$ cat src/cdrsnd_pkg.sv
// shared constants and types for the clock recovery and detector block
package cdrsnd_pkg;
  // register addresses
  localparam logic [7:0] ADDR_DET_CFG     = 8'h43;
  localparam logic [7:0] ADDR_NOISE_THR   = 8'h44;
  localparam logic [7:0] ADDR_NOISE_CFG   = 8'h45;
  localparam logic [7:0] ADDR_PROP_CFG    = 8'h46;
  localparam logic [7:0] ADDR_INT_CFG     = 8'h47;
  localparam logic [7:0] ADDR_LEADIN_CFG  = 8'h48;
  localparam logic [7:0] ADDR_CHIP_TOL    = 8'h49;
  localparam logic [7:0] ADDR_BIT_TOL     = 8'h4a;
  localparam logic [7:0] ADDR_TIMEOUT     = 8'h4b;
  localparam logic [7:0] ADDR_SLICER      = 8'h4c;
  localparam logic [7:0] ADDR_RATE_UP     = 8'h60;
  localparam logic [7:0] ADDR_RATE_LO     = 8'h61;
  localparam logic [7:0] ADDR_STATUS      = 8'h62;
  localparam logic [7:0] ADDR_POWER       = 8'h63;
  // reset values
  localparam logic [7:0] RST_DET_CFG      = 8'h00;
  localparam logic [7:0] RST_NOISE_THR    = 8'h00;
  localparam logic [7:0] RST_NOISE_CFG    = 8'h07;
  localparam logic [7:0] RST_PROP_CFG     = 8'he6;
  localparam logic [7:0] RST_INT_CFG      = 8'h65;
  localparam logic [7:0] RST_LEADIN_CFG   = 8'h01;
  localparam logic [7:0] RST_CHIP_TOL     = 8'h0c;
  localparam logic [7:0] RST_BIT_TOL      = 8'h1e;
  localparam logic [7:0] RST_TIMEOUT      = 8'h28;
  localparam logic [7:0] RST_SLICER       = 8'h90;
  localparam logic [7:0] RST_RATE_UP      = 8'h10;
  localparam logic [7:0] RST_RATE_LO      = 8'h10;
  // field positions (lsb)
  localparam int F_READOUT_SEL = 2;
  localparam int F_WAKE_CNT    = 1;
  localparam int F_RUN_CNT     = 0;
  localparam int F_RANGE       = 6;
  localparam int F_MODE        = 4;
  localparam int F_LEVEL       = 2;
  localparam int F_NSLEW       = 0;
  localparam int F_RSLEW       = 6;
  localparam int F_OUTER       = 5;
  localparam int F_INNER       = 4;
  localparam int F_PGAIN       = 2;
  localparam int F_PLIM        = 0;
  localparam int F_RSCALE      = 6;
  localparam int F_IOUT_LIM    = 4;
  localparam int F_IGAIN       = 2;
  localparam int F_IACC_LIM    = 0;
  localparam int F_RATE_LIM    = 2;
  localparam int F_LEADIN      = 0;
  localparam int F_LATE        = 3;
  localparam int F_EARLY       = 0;
  // timing in 1/16-bit samples; loop values carry 8 fraction bits per sample
  localparam logic [3:0] HALF_BIT_SAMPLES = 4'h8;
  localparam logic [3:0] CHIP_BORDER      = 4'h8;
  localparam int         FRAC_BITS        = 8;
  localparam logic [5:0] LEADIN_UNIT_BITS = 6'h08;

  typedef logic signed [15:0] cdrsnd_fix_t;

  typedef struct packed {
    logic       valid;
    logic       edge_seen;
    logic [7:0] power;
    logic [7:0] low_sig;
    logic [7:0] noise;
    logic [7:0] amp;
  } cdrsnd_smp_s;

  typedef struct packed {
    logic              valid;
    logic signed [7:0] err;
  } cdrsnd_rate_s;

  typedef enum logic [2:0] {
    LI_IDLE  = 3'b001,
    LI_MEAS  = 3'b010,
    LI_TRACK = 3'b100
  } cdrsnd_li_e;
endpackage

$ cat src/cdrsnd_core.sv
// clock and data recovery loop with signal and noise detectors
`timescale 1ns/1ps
`default_nettype none
module cdrsnd_core
  import cdrsnd_pkg::*;
(
  input  wire logic         mclk,
  input  wire logic         rst_b,
  input  wire logic [7:0]   reg_addr,
  input  wire logic [7:0]   reg_wdata,
  input  wire logic         reg_wr,
  input  wire logic         reg_rd,
  output logic [7:0]        reg_rdata,
  input  wire cdrsnd_smp_s  smp,
  input  wire cdrsnd_rate_s rate,
  input  wire logic         wake_mode,
  input  wire logic [7:0]   run_threshold,
  input  wire logic [7:0]   wake_threshold,
  input  wire logic [7:0]   low_level_signal_threshold,
  input  wire logic         leadin_sequence,
  output logic [7:0]        signal_power_readout,
  output logic              signal_detect,
  output logic              noise_detect,
  output logic              carrier_detect,
  output logic [7:0]        recovery_peak,
  output logic [3:0]        recovered_phase,
  output logic signed [3:0] phase_step,
  output logic              bit_strobe,
  output logic              edge_accept,
  output logic              sync_loss,
  output logic [7:0]        slicer_setting
);

  // ****************************************
  // helpers
  // ****************************************
  function automatic cdrsnd_fix_t sat(input cdrsnd_fix_t v, input cdrsnd_fix_t lim);
    if (v > lim) begin
      sat = lim;
    end else if (v < -lim) begin
      sat = -lim;
    end else begin
      sat = v;
    end
  endfunction

  function automatic logic [15:0] slew(input logic [15:0] pk, input logic [7:0] x,
                                       input logic [3:0] sh);
    logic signed [16:0] diff;
    diff = $signed({1'b0, x, 8'h00}) - $signed({1'b0, pk});
    slew = 16'($signed({1'b0, pk}) + (diff >>> sh));
  endfunction

  function automatic cdrsnd_fix_t lim_of(input logic [1:0] code, input cdrsnd_fix_t base);
    lim_of = base <<< code;
  endfunction

  // ****************************************
  // register file
  // ****************************************
  logic [7:0] det_cfg_q, noise_thr_q, noise_cfg_q, prop_cfg_q, int_cfg_q;
  logic [7:0] leadin_cfg_q, chip_tol_q, bit_tol_q, timeout_q, slicer_q;
  logic [7:0] rate_up_q, rate_lo_q, reg_rdata_q;

  always_ff @(posedge mclk) begin
    if (!rst_b) begin
      det_cfg_q    <= RST_DET_CFG;
      noise_thr_q  <= RST_NOISE_THR;
      noise_cfg_q  <= RST_NOISE_CFG;
      prop_cfg_q   <= RST_PROP_CFG;
      int_cfg_q    <= RST_INT_CFG;
      leadin_cfg_q <= RST_LEADIN_CFG;
      chip_tol_q   <= RST_CHIP_TOL;
      bit_tol_q    <= RST_BIT_TOL;
      timeout_q    <= RST_TIMEOUT;
      slicer_q     <= RST_SLICER;
      rate_up_q    <= RST_RATE_UP;
      rate_lo_q    <= RST_RATE_LO;
    end else if (reg_wr) begin
      case (reg_addr)
        ADDR_DET_CFG:    det_cfg_q    <= {5'h00, reg_wdata[2:0]};
        ADDR_NOISE_THR:  noise_thr_q  <= reg_wdata;
        ADDR_NOISE_CFG:  noise_cfg_q  <= reg_wdata;
        ADDR_PROP_CFG:   prop_cfg_q   <= reg_wdata;
        ADDR_INT_CFG:    int_cfg_q    <= reg_wdata;
        ADDR_LEADIN_CFG: leadin_cfg_q <= {5'h00, reg_wdata[2:0]};
        ADDR_CHIP_TOL:   chip_tol_q   <= {2'h0, reg_wdata[5:0]};
        ADDR_BIT_TOL:    bit_tol_q    <= {2'h0, reg_wdata[5:0]};
        ADDR_TIMEOUT:    timeout_q    <= reg_wdata;
        ADDR_SLICER:     slicer_q     <= reg_wdata;
        ADDR_RATE_UP:    rate_up_q    <= reg_wdata;
        ADDR_RATE_LO:    rate_lo_q    <= reg_wdata;
        default: ;
      endcase
    end
  end

  logic [7:0] rd_val;
  always_comb begin
    case (reg_addr)
      ADDR_DET_CFG:    rd_val = det_cfg_q;
      ADDR_NOISE_THR:  rd_val = noise_thr_q;
      ADDR_NOISE_CFG:  rd_val = noise_cfg_q;
      ADDR_PROP_CFG:   rd_val = prop_cfg_q;
      ADDR_INT_CFG:    rd_val = int_cfg_q;
      ADDR_LEADIN_CFG: rd_val = leadin_cfg_q;
      ADDR_CHIP_TOL:   rd_val = chip_tol_q;
      ADDR_BIT_TOL:    rd_val = bit_tol_q;
      ADDR_TIMEOUT:    rd_val = timeout_q;
      ADDR_SLICER:     rd_val = slicer_q;
      ADDR_RATE_UP:    rd_val = rate_up_q;
      ADDR_RATE_LO:    rd_val = rate_lo_q;
      ADDR_STATUS:     rd_val = {4'h0, sync_loss, carrier_detect, noise_detect, signal_detect};
      ADDR_POWER:      rd_val = signal_power_readout;
      default:         rd_val = 8'h00;
    endcase
  end

  // data only in the cycle after the strobe, zero otherwise
  always_ff @(posedge mclk) begin
    if (!rst_b) begin
      reg_rdata_q <= 8'h00;
    end else begin
      reg_rdata_q <= reg_rd ? rd_val : 8'h00;
    end
  end
  assign reg_rdata      = reg_rdata_q;
  assign slicer_setting = slicer_q;

  // ****************************************
  // signal detector
  // ****************************************
  logic [7:0] cur_thr;
  logic       cnt_en, above, low_ok;
  logic [3:0] qual_q;
  logic       sig_d;
  assign cur_thr = wake_mode ? wake_threshold : run_threshold;
  assign cnt_en  = wake_mode ? det_cfg_q[F_WAKE_CNT] : det_cfg_q[F_RUN_CNT];
  assign above   = smp.power > cur_thr;
  assign low_ok  = smp.low_sig > low_level_signal_threshold;
  // with the mode's count enabled, qualified only after a half bit of consecutive samples above threshold; otherwise at once
  assign sig_d   = above && (!cnt_en || qual_q == HALF_BIT_SAMPLES - 4'h1);

  always_ff @(posedge mclk) begin
    if (!rst_b) begin
      qual_q <= 4'h0;
    end else if (smp.valid) begin
      if (!above) begin
        qual_q <= 4'h0;
      end else if (qual_q != HALF_BIT_SAMPLES - 4'h1) begin
        qual_q <= qual_q + 4'h1;
      end
    end
  end

  // ****************************************
  // noise detector and mode selection
  // ****************************************
  logic [15:0] npk_q, rpk_q, nlvl, nthr;
  logic        noise_ok, noise_d, carrier_d;
  always_comb begin
    case (noise_cfg_q[F_LEVEL +: 2])
      2'h0:    nlvl = npk_q >> 1;
      2'h1:    nlvl = (npk_q >> 2) + (npk_q >> 3);
      2'h2:    nlvl = npk_q >> 2;
      default: nlvl = npk_q >> 3;
    endcase
  end
  assign nthr     = 16'(noise_thr_q) << (3'h7 - {1'b0, noise_cfg_q[F_RANGE +: 2]});
  assign noise_ok = nlvl < nthr;
  assign noise_d  = (noise_cfg_q[F_MODE +: 2] == 2'h3) ? (noise_ok && low_ok) : noise_ok;

  always_comb begin
    case (noise_cfg_q[F_MODE +: 2])
      2'h0:    carrier_d = sig_d;
      2'h1:    carrier_d = noise_ok;
      2'h2:    carrier_d = sig_d && noise_ok;
      default: carrier_d = sig_d && noise_ok && low_ok;
    endcase
  end

  logic [3:0] rup_sh, rdn_sh;
  always_comb begin
    case (prop_cfg_q[F_RSLEW +: 2])
      2'h0:    begin rup_sh = 4'h6; rdn_sh = 4'h6; end
      2'h1:    begin rup_sh = 4'h6; rdn_sh = 4'h7; end
      2'h2:    begin rup_sh = 4'h5; rdn_sh = 4'h7; end
      default: begin rup_sh = 4'h5; rdn_sh = 4'h8; end
    endcase
  end

  logic [7:0] readout_q;
  logic       sig_q, noise_q, carrier_q;
  always_ff @(posedge mclk) begin
    if (!rst_b) begin
      npk_q     <= 16'h0000;
      rpk_q     <= 16'h0000;
      readout_q <= 8'h00;
      sig_q     <= 1'b0;
      noise_q   <= 1'b0;
      carrier_q <= 1'b0;
    end else if (smp.valid) begin
      npk_q     <= slew(npk_q, smp.noise, 4'h8 - {2'h0, noise_cfg_q[F_NSLEW +: 2]});
      rpk_q     <= slew(rpk_q, smp.amp, ({smp.amp, 8'h00} > rpk_q) ? rup_sh : rdn_sh);
      readout_q <= det_cfg_q[F_READOUT_SEL] ? smp.low_sig : smp.power;
      sig_q     <= sig_d;
      noise_q   <= noise_d;
      carrier_q <= carrier_d;
    end
  end
  assign signal_power_readout = readout_q;
  assign signal_detect        = sig_q;
  assign noise_detect         = noise_q;
  assign carrier_detect       = carrier_q;
  assign recovery_peak        = rpk_q[15:8];

  // ****************************************
  // edge classification and phase error
  // ****************************************
  logic [3:0]        phase_q;
  logic              at_chip;
  logic signed [4:0] tol_err, phase_error, pde_z;
  logic [2:0]        late_tol, early_tol;
  logic              edge_ok_d;
  // mid-bit edges land near the chip border, the rest near the bit border
  assign at_chip   = phase_q >= 4'h4 && phase_q <= 4'hb;
  assign tol_err   = at_chip ? 5'($signed({1'b0, phase_q}) - $signed({1'b0, CHIP_BORDER}))
                             : 5'($signed(phase_q));
  assign late_tol  = at_chip ? chip_tol_q[F_LATE +: 3] : bit_tol_q[F_LATE +: 3];
  assign early_tol = at_chip ? chip_tol_q[F_EARLY +: 3] : bit_tol_q[F_EARLY +: 3];
  assign edge_ok_d = smp.edge_seen && ((tol_err >= 0) ? (tol_err <= $signed({2'b0, late_tol}))
                   : (-tol_err <= $signed({2'b0, early_tol})));
  assign phase_error       = 5'($signed(phase_q));
  // bit-border error; chip edges at -8 fall outside the outer band and drop out
  always_comb begin
    pde_z = phase_error;
    if (prop_cfg_q[F_OUTER] && (phase_error > 5'sd7 || phase_error < -5'sd7)) begin
      pde_z = 5'sd0;
    end
    if (prop_cfg_q[F_INNER] && phase_error == 5'sd0) begin
      pde_z = 5'sd0;
    end
  end

  // ****************************************
  // loop filter, lead-in and phase accumulator
  // ****************************************
  cdrsnd_fix_t err_fix, p_d, i_inc, iacc_d, iout, tot, preload;
  cdrsnd_fix_t p_q, iacc_q, frac_q;
  logic signed [3:0] step;
  logic              rate_ok, li_done;
  logic [5:0]        li_cnt_q;
  logic signed [7:0] rate_q;
  cdrsnd_li_e        li_q;
  logic [3:0]        pre_sh;

  assign err_fix = cdrsnd_fix_t'(pde_z) <<< FRAC_BITS;
  assign p_d     = sat(err_fix >>> prop_cfg_q[F_PGAIN +: 2],
                       lim_of(prop_cfg_q[F_PLIM +: 2], 16'sd256));
  assign i_inc   = err_fix >>> (4'h5 + {2'b0, int_cfg_q[F_IGAIN +: 2]});
  assign iacc_d  = sat(iacc_q + i_inc, lim_of(int_cfg_q[F_IACC_LIM +: 2], 16'sd256));
  assign iout    = sat(iacc_q, lim_of(int_cfg_q[F_IOUT_LIM +: 2], 16'sd128));
  assign tot     = 16'(frac_q + p_q + iout);
  assign step    = ($signed(tot[15:8]) > 8'sd7) ? 4'sd7
                 : ($signed(tot[15:8]) < -8'sd8) ? -4'sd8 : 4'(tot[11:8]);
  assign pre_sh  = (int_cfg_q[F_RSCALE +: 2] == 2'h3) ? 4'h5
                 : (int_cfg_q[F_RSCALE +: 2] == 2'h2) ? 4'h4 : 4'h2;
  assign preload = sat((cdrsnd_fix_t'(rate_q) <<< FRAC_BITS) >>> pre_sh,
                       lim_of(int_cfg_q[F_IACC_LIM +: 2], 16'sd256));
  assign rate_ok = !leadin_cfg_q[F_RATE_LIM] ||
                   (rate_q <= $signed({1'b0, rate_up_q[6:0]}) &&
                    rate_q >= -$signed({1'b0, rate_lo_q[6:0]}));
  // longer lead-in buys a better rate estimate at the cost of sync time
  assign li_done = li_q == LI_MEAS && smp.valid && phase_q == 4'hf &&
                   li_cnt_q == 6'((leadin_cfg_q[1:0] + 6'h1) * LEADIN_UNIT_BITS - 6'h1);

  always_ff @(posedge mclk) begin
    if (!rst_b) begin
      rate_q <= 8'sh00;
    end else if (rate.valid) begin
      rate_q <= rate.err;
    end
  end

  always_ff @(posedge mclk) begin
    if (!rst_b) begin
      li_q     <= LI_IDLE;
      li_cnt_q <= 6'h00;
    end else begin
      case (li_q)
        LI_IDLE: begin
          li_cnt_q <= 6'h00;
          if (leadin_sequence) begin
            li_q <= LI_MEAS;
          end
        end
        LI_MEAS: begin
          if (li_done) begin
            li_q <= LI_TRACK;
          end else if (smp.valid && phase_q == 4'hf) begin
            li_cnt_q <= li_cnt_q + 6'h1;
          end
        end
        LI_TRACK: begin
          if (sync_loss) begin
            li_q <= LI_IDLE;
          end
        end
        default: li_q <= LI_IDLE;
      endcase
    end
  end

  always_ff @(posedge mclk) begin
    if (!rst_b) begin
      iacc_q <= 16'sh0000;
    end else if (li_done && rate_ok) begin
      iacc_q <= preload;
    end else if (smp.valid && edge_ok_d) begin
      iacc_q <= iacc_d;
    end
  end

  logic              strobe_q;
  logic signed [3:0] step_q;
  always_ff @(posedge mclk) begin
    if (!rst_b) begin
      phase_q  <= 4'h0;
      p_q      <= 16'sh0000;
      frac_q   <= 16'sh0000;
      step_q   <= 4'sh0;
      strobe_q <= 1'b0;
    end else begin
      strobe_q <= smp.valid && phase_q == 4'hf;
      if (smp.valid && phase_q == 4'hf) begin
        // one correction per symbol; fraction carried to the next
        phase_q <= 4'(-step);
        step_q  <= step;
        frac_q  <= 16'(tot - (cdrsnd_fix_t'(step) <<< FRAC_BITS));
        p_q     <= 16'sh0000;
      end else if (smp.valid) begin
        phase_q <= phase_q + 4'h1;
        if (edge_ok_d) begin
          p_q <= p_d;
        end
      end
    end
  end
  assign recovered_phase = phase_q;
  assign phase_step      = step_q;
  assign bit_strobe      = strobe_q;

  // ****************************************
  // edge timeout
  // ****************************************
  logic [7:0] to_cnt_q, to_nxt;
  logic       loss_q, acc_q;
  assign to_nxt = (to_cnt_q == 8'hff) ? 8'hff : to_cnt_q + 8'h1;
  always_ff @(posedge mclk) begin
    if (!rst_b) begin
      to_cnt_q <= 8'h00;
      loss_q   <= 1'b0;
      acc_q    <= 1'b0;
    end else begin
      acc_q <= smp.valid && edge_ok_d;
      if (smp.valid && edge_ok_d) begin
        to_cnt_q <= 8'h00;
        loss_q   <= 1'b0;
      end else if (smp.valid) begin
        to_cnt_q <= to_nxt;
        if (to_nxt >= timeout_q) begin
          loss_q <= 1'b1;
        end
      end
    end
  end
  assign sync_loss   = loss_q;
  assign edge_accept = acc_q;
endmodule
`default_nettype wire

$ cat config.mk
export PLATFORM = sky130hd
export DESIGN_NAME = cdrsnd_core
export DESIGN_NICKNAME = d
export VERILOG_FILES = /design/src/cdrsnd_pkg.sv /design/src/cdrsnd_core.sv
export SDC_FILE = /design/constraint.sdc
export NUM_CORES = 1
export LEC_CHECK = 0
export BUFFER_PORTS_ARGS = -buffer_cell sky130_fd_sc_hd__buf_2
export CORE_MARGIN = 4
export CORE_UTILIZATION = 29
export DETAILED_ROUTE_END_ITERATION = 12
export PLACE_DENSITY = 0.44
export SLEW_MARGIN = 20
export SYNTH_ARGS = -nofsm -noshare
export SYNTH_HDL_FRONTEND = slang
export SYNTH_SLANG_ARGS = --single-unit
export TNS_END_PERCENT = 100
$ cat constraint.sdc
create_clock -name mclk -period 7.5 [get_ports mclk]
set_input_delay 0.375 -clock mclk [delete_from_list [all_inputs] [get_ports mclk]]
set_output_delay 0.375 -clock mclk [all_outputs]
set_load 0.05 [all_outputs]
Word level (Yosys, flattened, before mapping)
Index checks and enable logic that the tools add are counted.
{ "op_classes": {"bitwise": 1, "n_shift": 9, "n_eq_ne": 37, "addsub": 25, "n_mux": 42, "reduce_logical": 49, "magnitude_cmp": 24} }
{ "op_table": {"columns": ["cell", "count"], "rows": [
  ["2-to-1 mux 16 bit", 10],
  ["== test 8 x 7 -> 1 bit, second input constant", 14],
  ["one-hot mux 8 bit (14 select lines)", 1],
  ["adder 16 bit", 5],
  ["greater-than comparator 16 bit", 5],
  ["less-than comparator 16 bit", 5],
  ["negator 16 bit", 3],
  ["one-hot mux 15 bit (3 select lines)", 1],
  [">>> shifter 17 x 4 -> 16 bit", 2],
  ["subtractor 16 x 16 -> 17 bit", 2],
  ["AND reduction 2 bit", 16],
  ["<<< shifter 10 x 2 -> 16 bit, first input constant", 2],
  ["2-to-1 mux 4 bit", 7],
  ["2-to-1 mux 8 bit", 3],
  ["2-to-1 mux 3 bit", 7],
  [">= comparator 8 bit", 2],
  ["greater-than comparator 8 bit", 2],
  ["left shift 8 x 3 -> 16 bit", 1],
  ["<<< shifter 9 x 2 -> 16 bit, first input constant", 1],
  [">>> shifter 13 x 2 -> 16 bit", 1],
  [">>> shifter 13 x 4 -> 16 bit", 1],
  [">>> shifter 16 x 3 -> 16 bit", 1],
  ["subtractor 16 x 12 -> 16 bit", 1],
  ["adder 14 x 13 -> 15 bit", 1],
  ["50 further kinds", 93]
]} }
{ "totals": {"regBits": 221, "out_inout_bits": 46, "wordCells": 219} }

Longest topological paths before layout
{ "logic_depth": {"word_depth": 12, "depth_mapped": 35, "mapped_depth_nobuf": 33} }

Least setup slack after synthesis
OpenSTA, ideal clock, no wires.
{ "synth_path": {"path_type": "register to register", "start": "reg int_cfg_q[5]", "end": "reg frac_q[14]", "setup_slack_ns": 0.638, "arrival_ns": 6.745, "synth_period_minus_slack_ns": 6.862, "stages_incl_launch_ff": 34, "t_required_ns": 7.383, "setup_time_ns": 0.117, "path_buffers": 1, "cell_sequence": "dfxtp_1 -> or2_2 -> ha_1 -> nor2_1 -> nor2b_1 -> o21ai_0 -> a311oi_1 -> o21ai_0 -> a21oi_1 -> nor2b_1 -> clkbuf_1 -> mux2i_1 -> fa_1 -> inv_1 -> ha_1 -> o2111a_1 -> and2_4 -> o21a_1 -> or4_4 -> a211o_1 -> or2_4 -> nand2_1 -> a21oi_1 -> ha_1 -> inv_1 -> ha_1 -> inv_1 -> and2_1 -> mux2_2 -> a311oi_1 -> a31o_1 -> o311a_1 -> xor2_1 -> a22o_1"} }
{ "synth_via": {"elab_chain_len": 10, "elab_cells_between_ends": 12, "classes_between": "3 x add/sub; 4 x order compare; 1 x shift; 4 x mux"} }
{ "synth_rtl": {"columns": ["item", "line", "source"], "rows": [
  ["start: declaration", "cdrsnd_core.sv:61", "logic [7:0] det_cfg_q, noise_thr_q, noise_cfg_q, prop_cfg_q, int_cfg_q;"],
  ["start signal: assignment", "cdrsnd_core.sv:85", "ADDR_INT_CFG: int_cfg_q <= reg_wdata;"],
  ["<<< shifter 9 x 2 -> 16 bit (*)", "cdrsnd_core.sv:55", "lim_of = base <<< code;"],
  ["negator 16 bit", "cdrsnd_core.sv:40, cdrsnd_core.sv:41", null],
  ["less-than comparator 16 bit", "cdrsnd_core.sv:40", "end else if (v < -lim) begin"],
  ["2-to-1 mux 16 bit", "cdrsnd_core.sv:40", null],
  ["2-to-1 mux 16 bit (*)", "cdrsnd_core.sv:38", "if (v > lim) begin"],
  ["adder 16 bit (*)", "cdrsnd_core.sv:263", "assign tot = 16'(frac_q + p_q + iout);"],
  ["less-than comparator 8 x 4 -> 1 bit", "cdrsnd_core.sv:265", ": ($signed(tot[15:8]) < -8'sd8) ? -4'sd8 : 4'(tot[11:8]);"],
  ["2-to-1 mux 4 bit", "cdrsnd_core.sv:265", null],
  ["2-to-1 mux 4 bit (*)", "cdrsnd_core.sv:264", "assign step = ($signed(tot[15:8]) > 8'sd7) ? 4'sd7"],
  ["named net step[0]", "cdrsnd_core.sv:250", "logic signed [3:0] step;"],
  ["subtractor 16 x 12 -> 16 bit (*)", "cdrsnd_core.sv:339", "frac_q <= 16'(tot - (cdrsnd_fix_t'(step) <<< FRAC_BITS));"],
  ["end signal: assignment", "cdrsnd_core.sv:339", null],
  ["end: declaration", "cdrsnd_core.sv:249", "cdrsnd_fix_t p_q, iacc_q, frac_q;"]
]} }
Mark *: on every way through the listed nets, which the timed path passes. The rest lies on a longest branch.
A chain may end at the register's enable or synchronous reset.

Final worst setup path
{ "layout_path": {"start": "reg int_cfg_q[4]", "end": "reg frac_q[14]"} }
The elaborated chain is that of the path after synthesis.

==> impl_metrics.env <==
export IMPL_layoutNonFillerInstCount=3350
export IMPL_synth_cell_area_um2=18900
export IMPL_synthFlopType="dfxtp_1"
export IMPL_grt_pass1_wl_um=98800
export IMPL_post_dp_hpwl_um=48300
export IMPL_slew_headroom_pct=31.3
export IMPL_status="complete, no violations"
export IMPL_setup_viol=0
export IMPL_finalMaxSlewViolations=0
export IMPL_ir_worst_vdd_mv=0.132
export IMPL_synth_cell_type_count=92
export IMPL_max_stage_delay_ps=490
export IMPL_final_util_pct=33.3
export IMPL_cts_sinks=215
export IMPL_place_area_um2=20300
export IMPL_power_leakage_uw=0.00937
export IMPL_wl_per_cell_um=18.8
export IMPL_rr_endpoint="frac_q[14]"
export IMPL_dieHeight_um=263
export IMPL_clock_root_buffer="clkbuf_16"
export IMPL_pin_count=135
export IMPL_remaining_drc_errors=0
export IMPL_whs_path_depth=3
export IMPL_synth_seq_area_share_pct=22.8
export IMPL_vias=17600
export IMPL_dieWidth_um=263
export IMPL_critPathCaptureType="flip-flop"
export IMPL_clk_pin_slew_ps=60
export IMPL_mostFrequentLayoutCell="nand2_1"
export IMPL_powerDensity_nw_per_um2=281
export IMPL_skew_ps=60.8
export IMPL_grt_max_degree=76
export IMPL_ys_warn_count=0
export IMPL_drtPass1Iterations=5
export IMPL_cts_tree="done"
export IMPL_clk_latency_ps=630
export IMPL_stdcell_area_um2=21500
export IMPL_clockBufferDepth=3
export IMPL_synth_edf_count=0
export IMPL_ff2ff_setup_slack_ps=380
export IMPL_syn_area_per_cell_um2=7.89
export IMPL_setup_tns_final_ps=0
export IMPL_mostFrequentLayoutCells="nand2_1 (244), ha_1 (214), dfxtp_1 (214)"
export IMPL_syn_to_final_growth_pct=13.7
export IMPL_syn_inst=2392
export IMPL_nFillCells=6814
export IMPL_first_global_vias=17100
export IMPL_hold_viol_final=0
export IMPL_wl_um=63100
export IMPL_cpMaxStageDelayCell="or4_4"
export IMPL_dp_cells=3288
export IMPL_fin_crit_sh_pct=94.9
export IMPL_crit_fanout=11
export IMPL_antenna_left=0
export IMPL_worstSetupPathType="flip-flop to flip-flop"
export IMPL_whs_endpoint="rate_q[2]"
export IMPL_grtUsageTotal_pct=17.5
export IMPL_ys_seq_elements=215
export IMPL_r2r_start="int_cfg_q[4]"
export IMPL_reg2reg_depth=32
export IMPL_hp_start="rate[2]"
export IMPL_gp_congestion=0.867
export IMPL_grt_antenna_before_repair=4
export IMPL_cts_inserted_buffers=30
export IMPL_fmax_mhz=140
export IMPL_async_flop_share_pct=0
export IMPL_cp_arrival_ps=7590
export IMPL_hp_class="input port to flip-flop"
export IMPL_vias_per_cell=5.27
export IMPL_nNetsFinal=2791
export IMPL_critPathRequiredTime_ps=7970
export IMPL_multi_input_area_um2=13500
export IMPL_regArea_um2=4310
export IMPL_first_iter_violations=1048
export IMPL_maxCapViolCount=0
export IMPL_cp_start_kind="flip-flop"
export IMPL_die_area_um2=69300
export IMPL_start_util_pct=29.3
export IMPL_grt_ovfl_total=0
export IMPL_htreeDepth=1
export IMPL_rows=93
export IMPL_io_buffers=134
export IMPL_drive_gt1_share_pct=11.4
export IMPL_worstMarginPinSlew_ps=1020
export IMPL_coreArea_um2=64500
export IMPL_period_needed_ps=7120
cell usage after synthesis (all sizes together) (33+ instances only):
library cell | count | area share (%)
a21o | 41 | 1.6
mux2i | 123 | 6.5
nand3 | 118 | 3.1
xnor2 | 72 | 3.3
inv | 156 | 3.1
ha | 216 | 14
nand2b | 33 | 1.1
a21oi | 186 | 4.9
nor3 | 43 | 1.1
a211oi | 34 | 1.4
nor2 | 201 | 4.0
nand2 | 245 | 4.9
clkbuf | 98 | 1.9
o21ai | 97 | 2.6
dfxtp | 215 | 23
metrics by stage:
| stage | hold slack (ps) | setup slack (ps) | power, µW |
|---|---|---|---|
| global placement | 441 | 360 | 4450 |
| CTS | 13.1 | 187 | 6070 |
| global route | 26.7 | -15.7 | 6540 |
| floorplan | 432 | 638 | 3830 |
| detailed placement | 450 | 227 | 4490 |
| finish | 19.8 | 380 | 6020 |
worst max-delay path, delay by kind of cell, from the launching register on:
family | cells | cell delay [ps]
compound gates | 14 | 2650
fa+ha+maj | 5 | 1700
simple gates | 8 | 1660
flops | 1 | 360
buf+inv | 3 | 340
mux | 1 | 250
xor+xnor | 1 | 70
sequential cells by signal, summed over array words and instances, names as in the netlist, 10 cells and up:
name    count
frac_q     16
iacc_q     16
npk_q      16
rpk_q      16
p_q        10
cells by family after synthesis:
family	share of synthesized area (%)
adder cells (fa/ha/maj)	15.8
flip-flops	22.8
other	0.0199
XOR/XNOR	4.68
multiplexers	9.74
AND/OR/NAND/NOR	19.6
buffers and inverters	5.82
AO/OA/AOI/OAI	21.5
area by class of cell:
cell class | count | area share (%)
diodes | 1 | 0.0117
clock buffers | 44 | 3.93
clock inverters | 10 | 0.962
inverters | 157 | 2.76
multi-input cells | 1903 | 63.0
flip-flops and latches | 215 | 20.1
well taps | 855 | 4.98
repair buffers | 165 | 4.29
metal layers:
metal / global-route usage (%) / routed length (µm) / share of wire [%] / vias to the layer above
li1: - / - / - / 8808
met1: 24.0 / 29600 / 47 / 8336
met2: 29.2 / 29000 / 46 / 416
met3: 2.50 / 3160 / 5.0 / 81
met4: 3.88 / 1260 / 2.0 / 4
met5: 0 / 21 / 0.033 / -
worst max path at each step:
| stage | start | endpoint | cells past startpoint |
|---|---|---|---|
| 6_report | int_cfg_q[4] | frac_q[14] | 32 |
| 5_1_grt | int_cfg_q[4] | frac_q[14] | 33 |
| 2_1_floorplan | int_cfg_q[5] | frac_q[14] | 33 |
| 4_1_cts | int_cfg_q[5] | frac_q[14] | 31 |
| 3_5_place_dp | int_cfg_q[5] | frac_q[14] | 31 |
| 3_3_place_gp | int_cfg_q[4] | frac_q[14] | 32 |
what timing repair did:
item,4_1_cts,5_1_grt
hold endpoints to repair,6,0
buffers inserted,0,1
gates resized for setup,0,7
setup endpoints to repair,0,2
hold buffers,6,0
report_power, final:
part | switching [µW] | internal (µW)
Combinational | 1750 | 1350
Sequential | 147 | 1230
Clock | 592 | 948
Total | 2490 | 3530
Note: power is estimated with default switching activity, not from simulation.
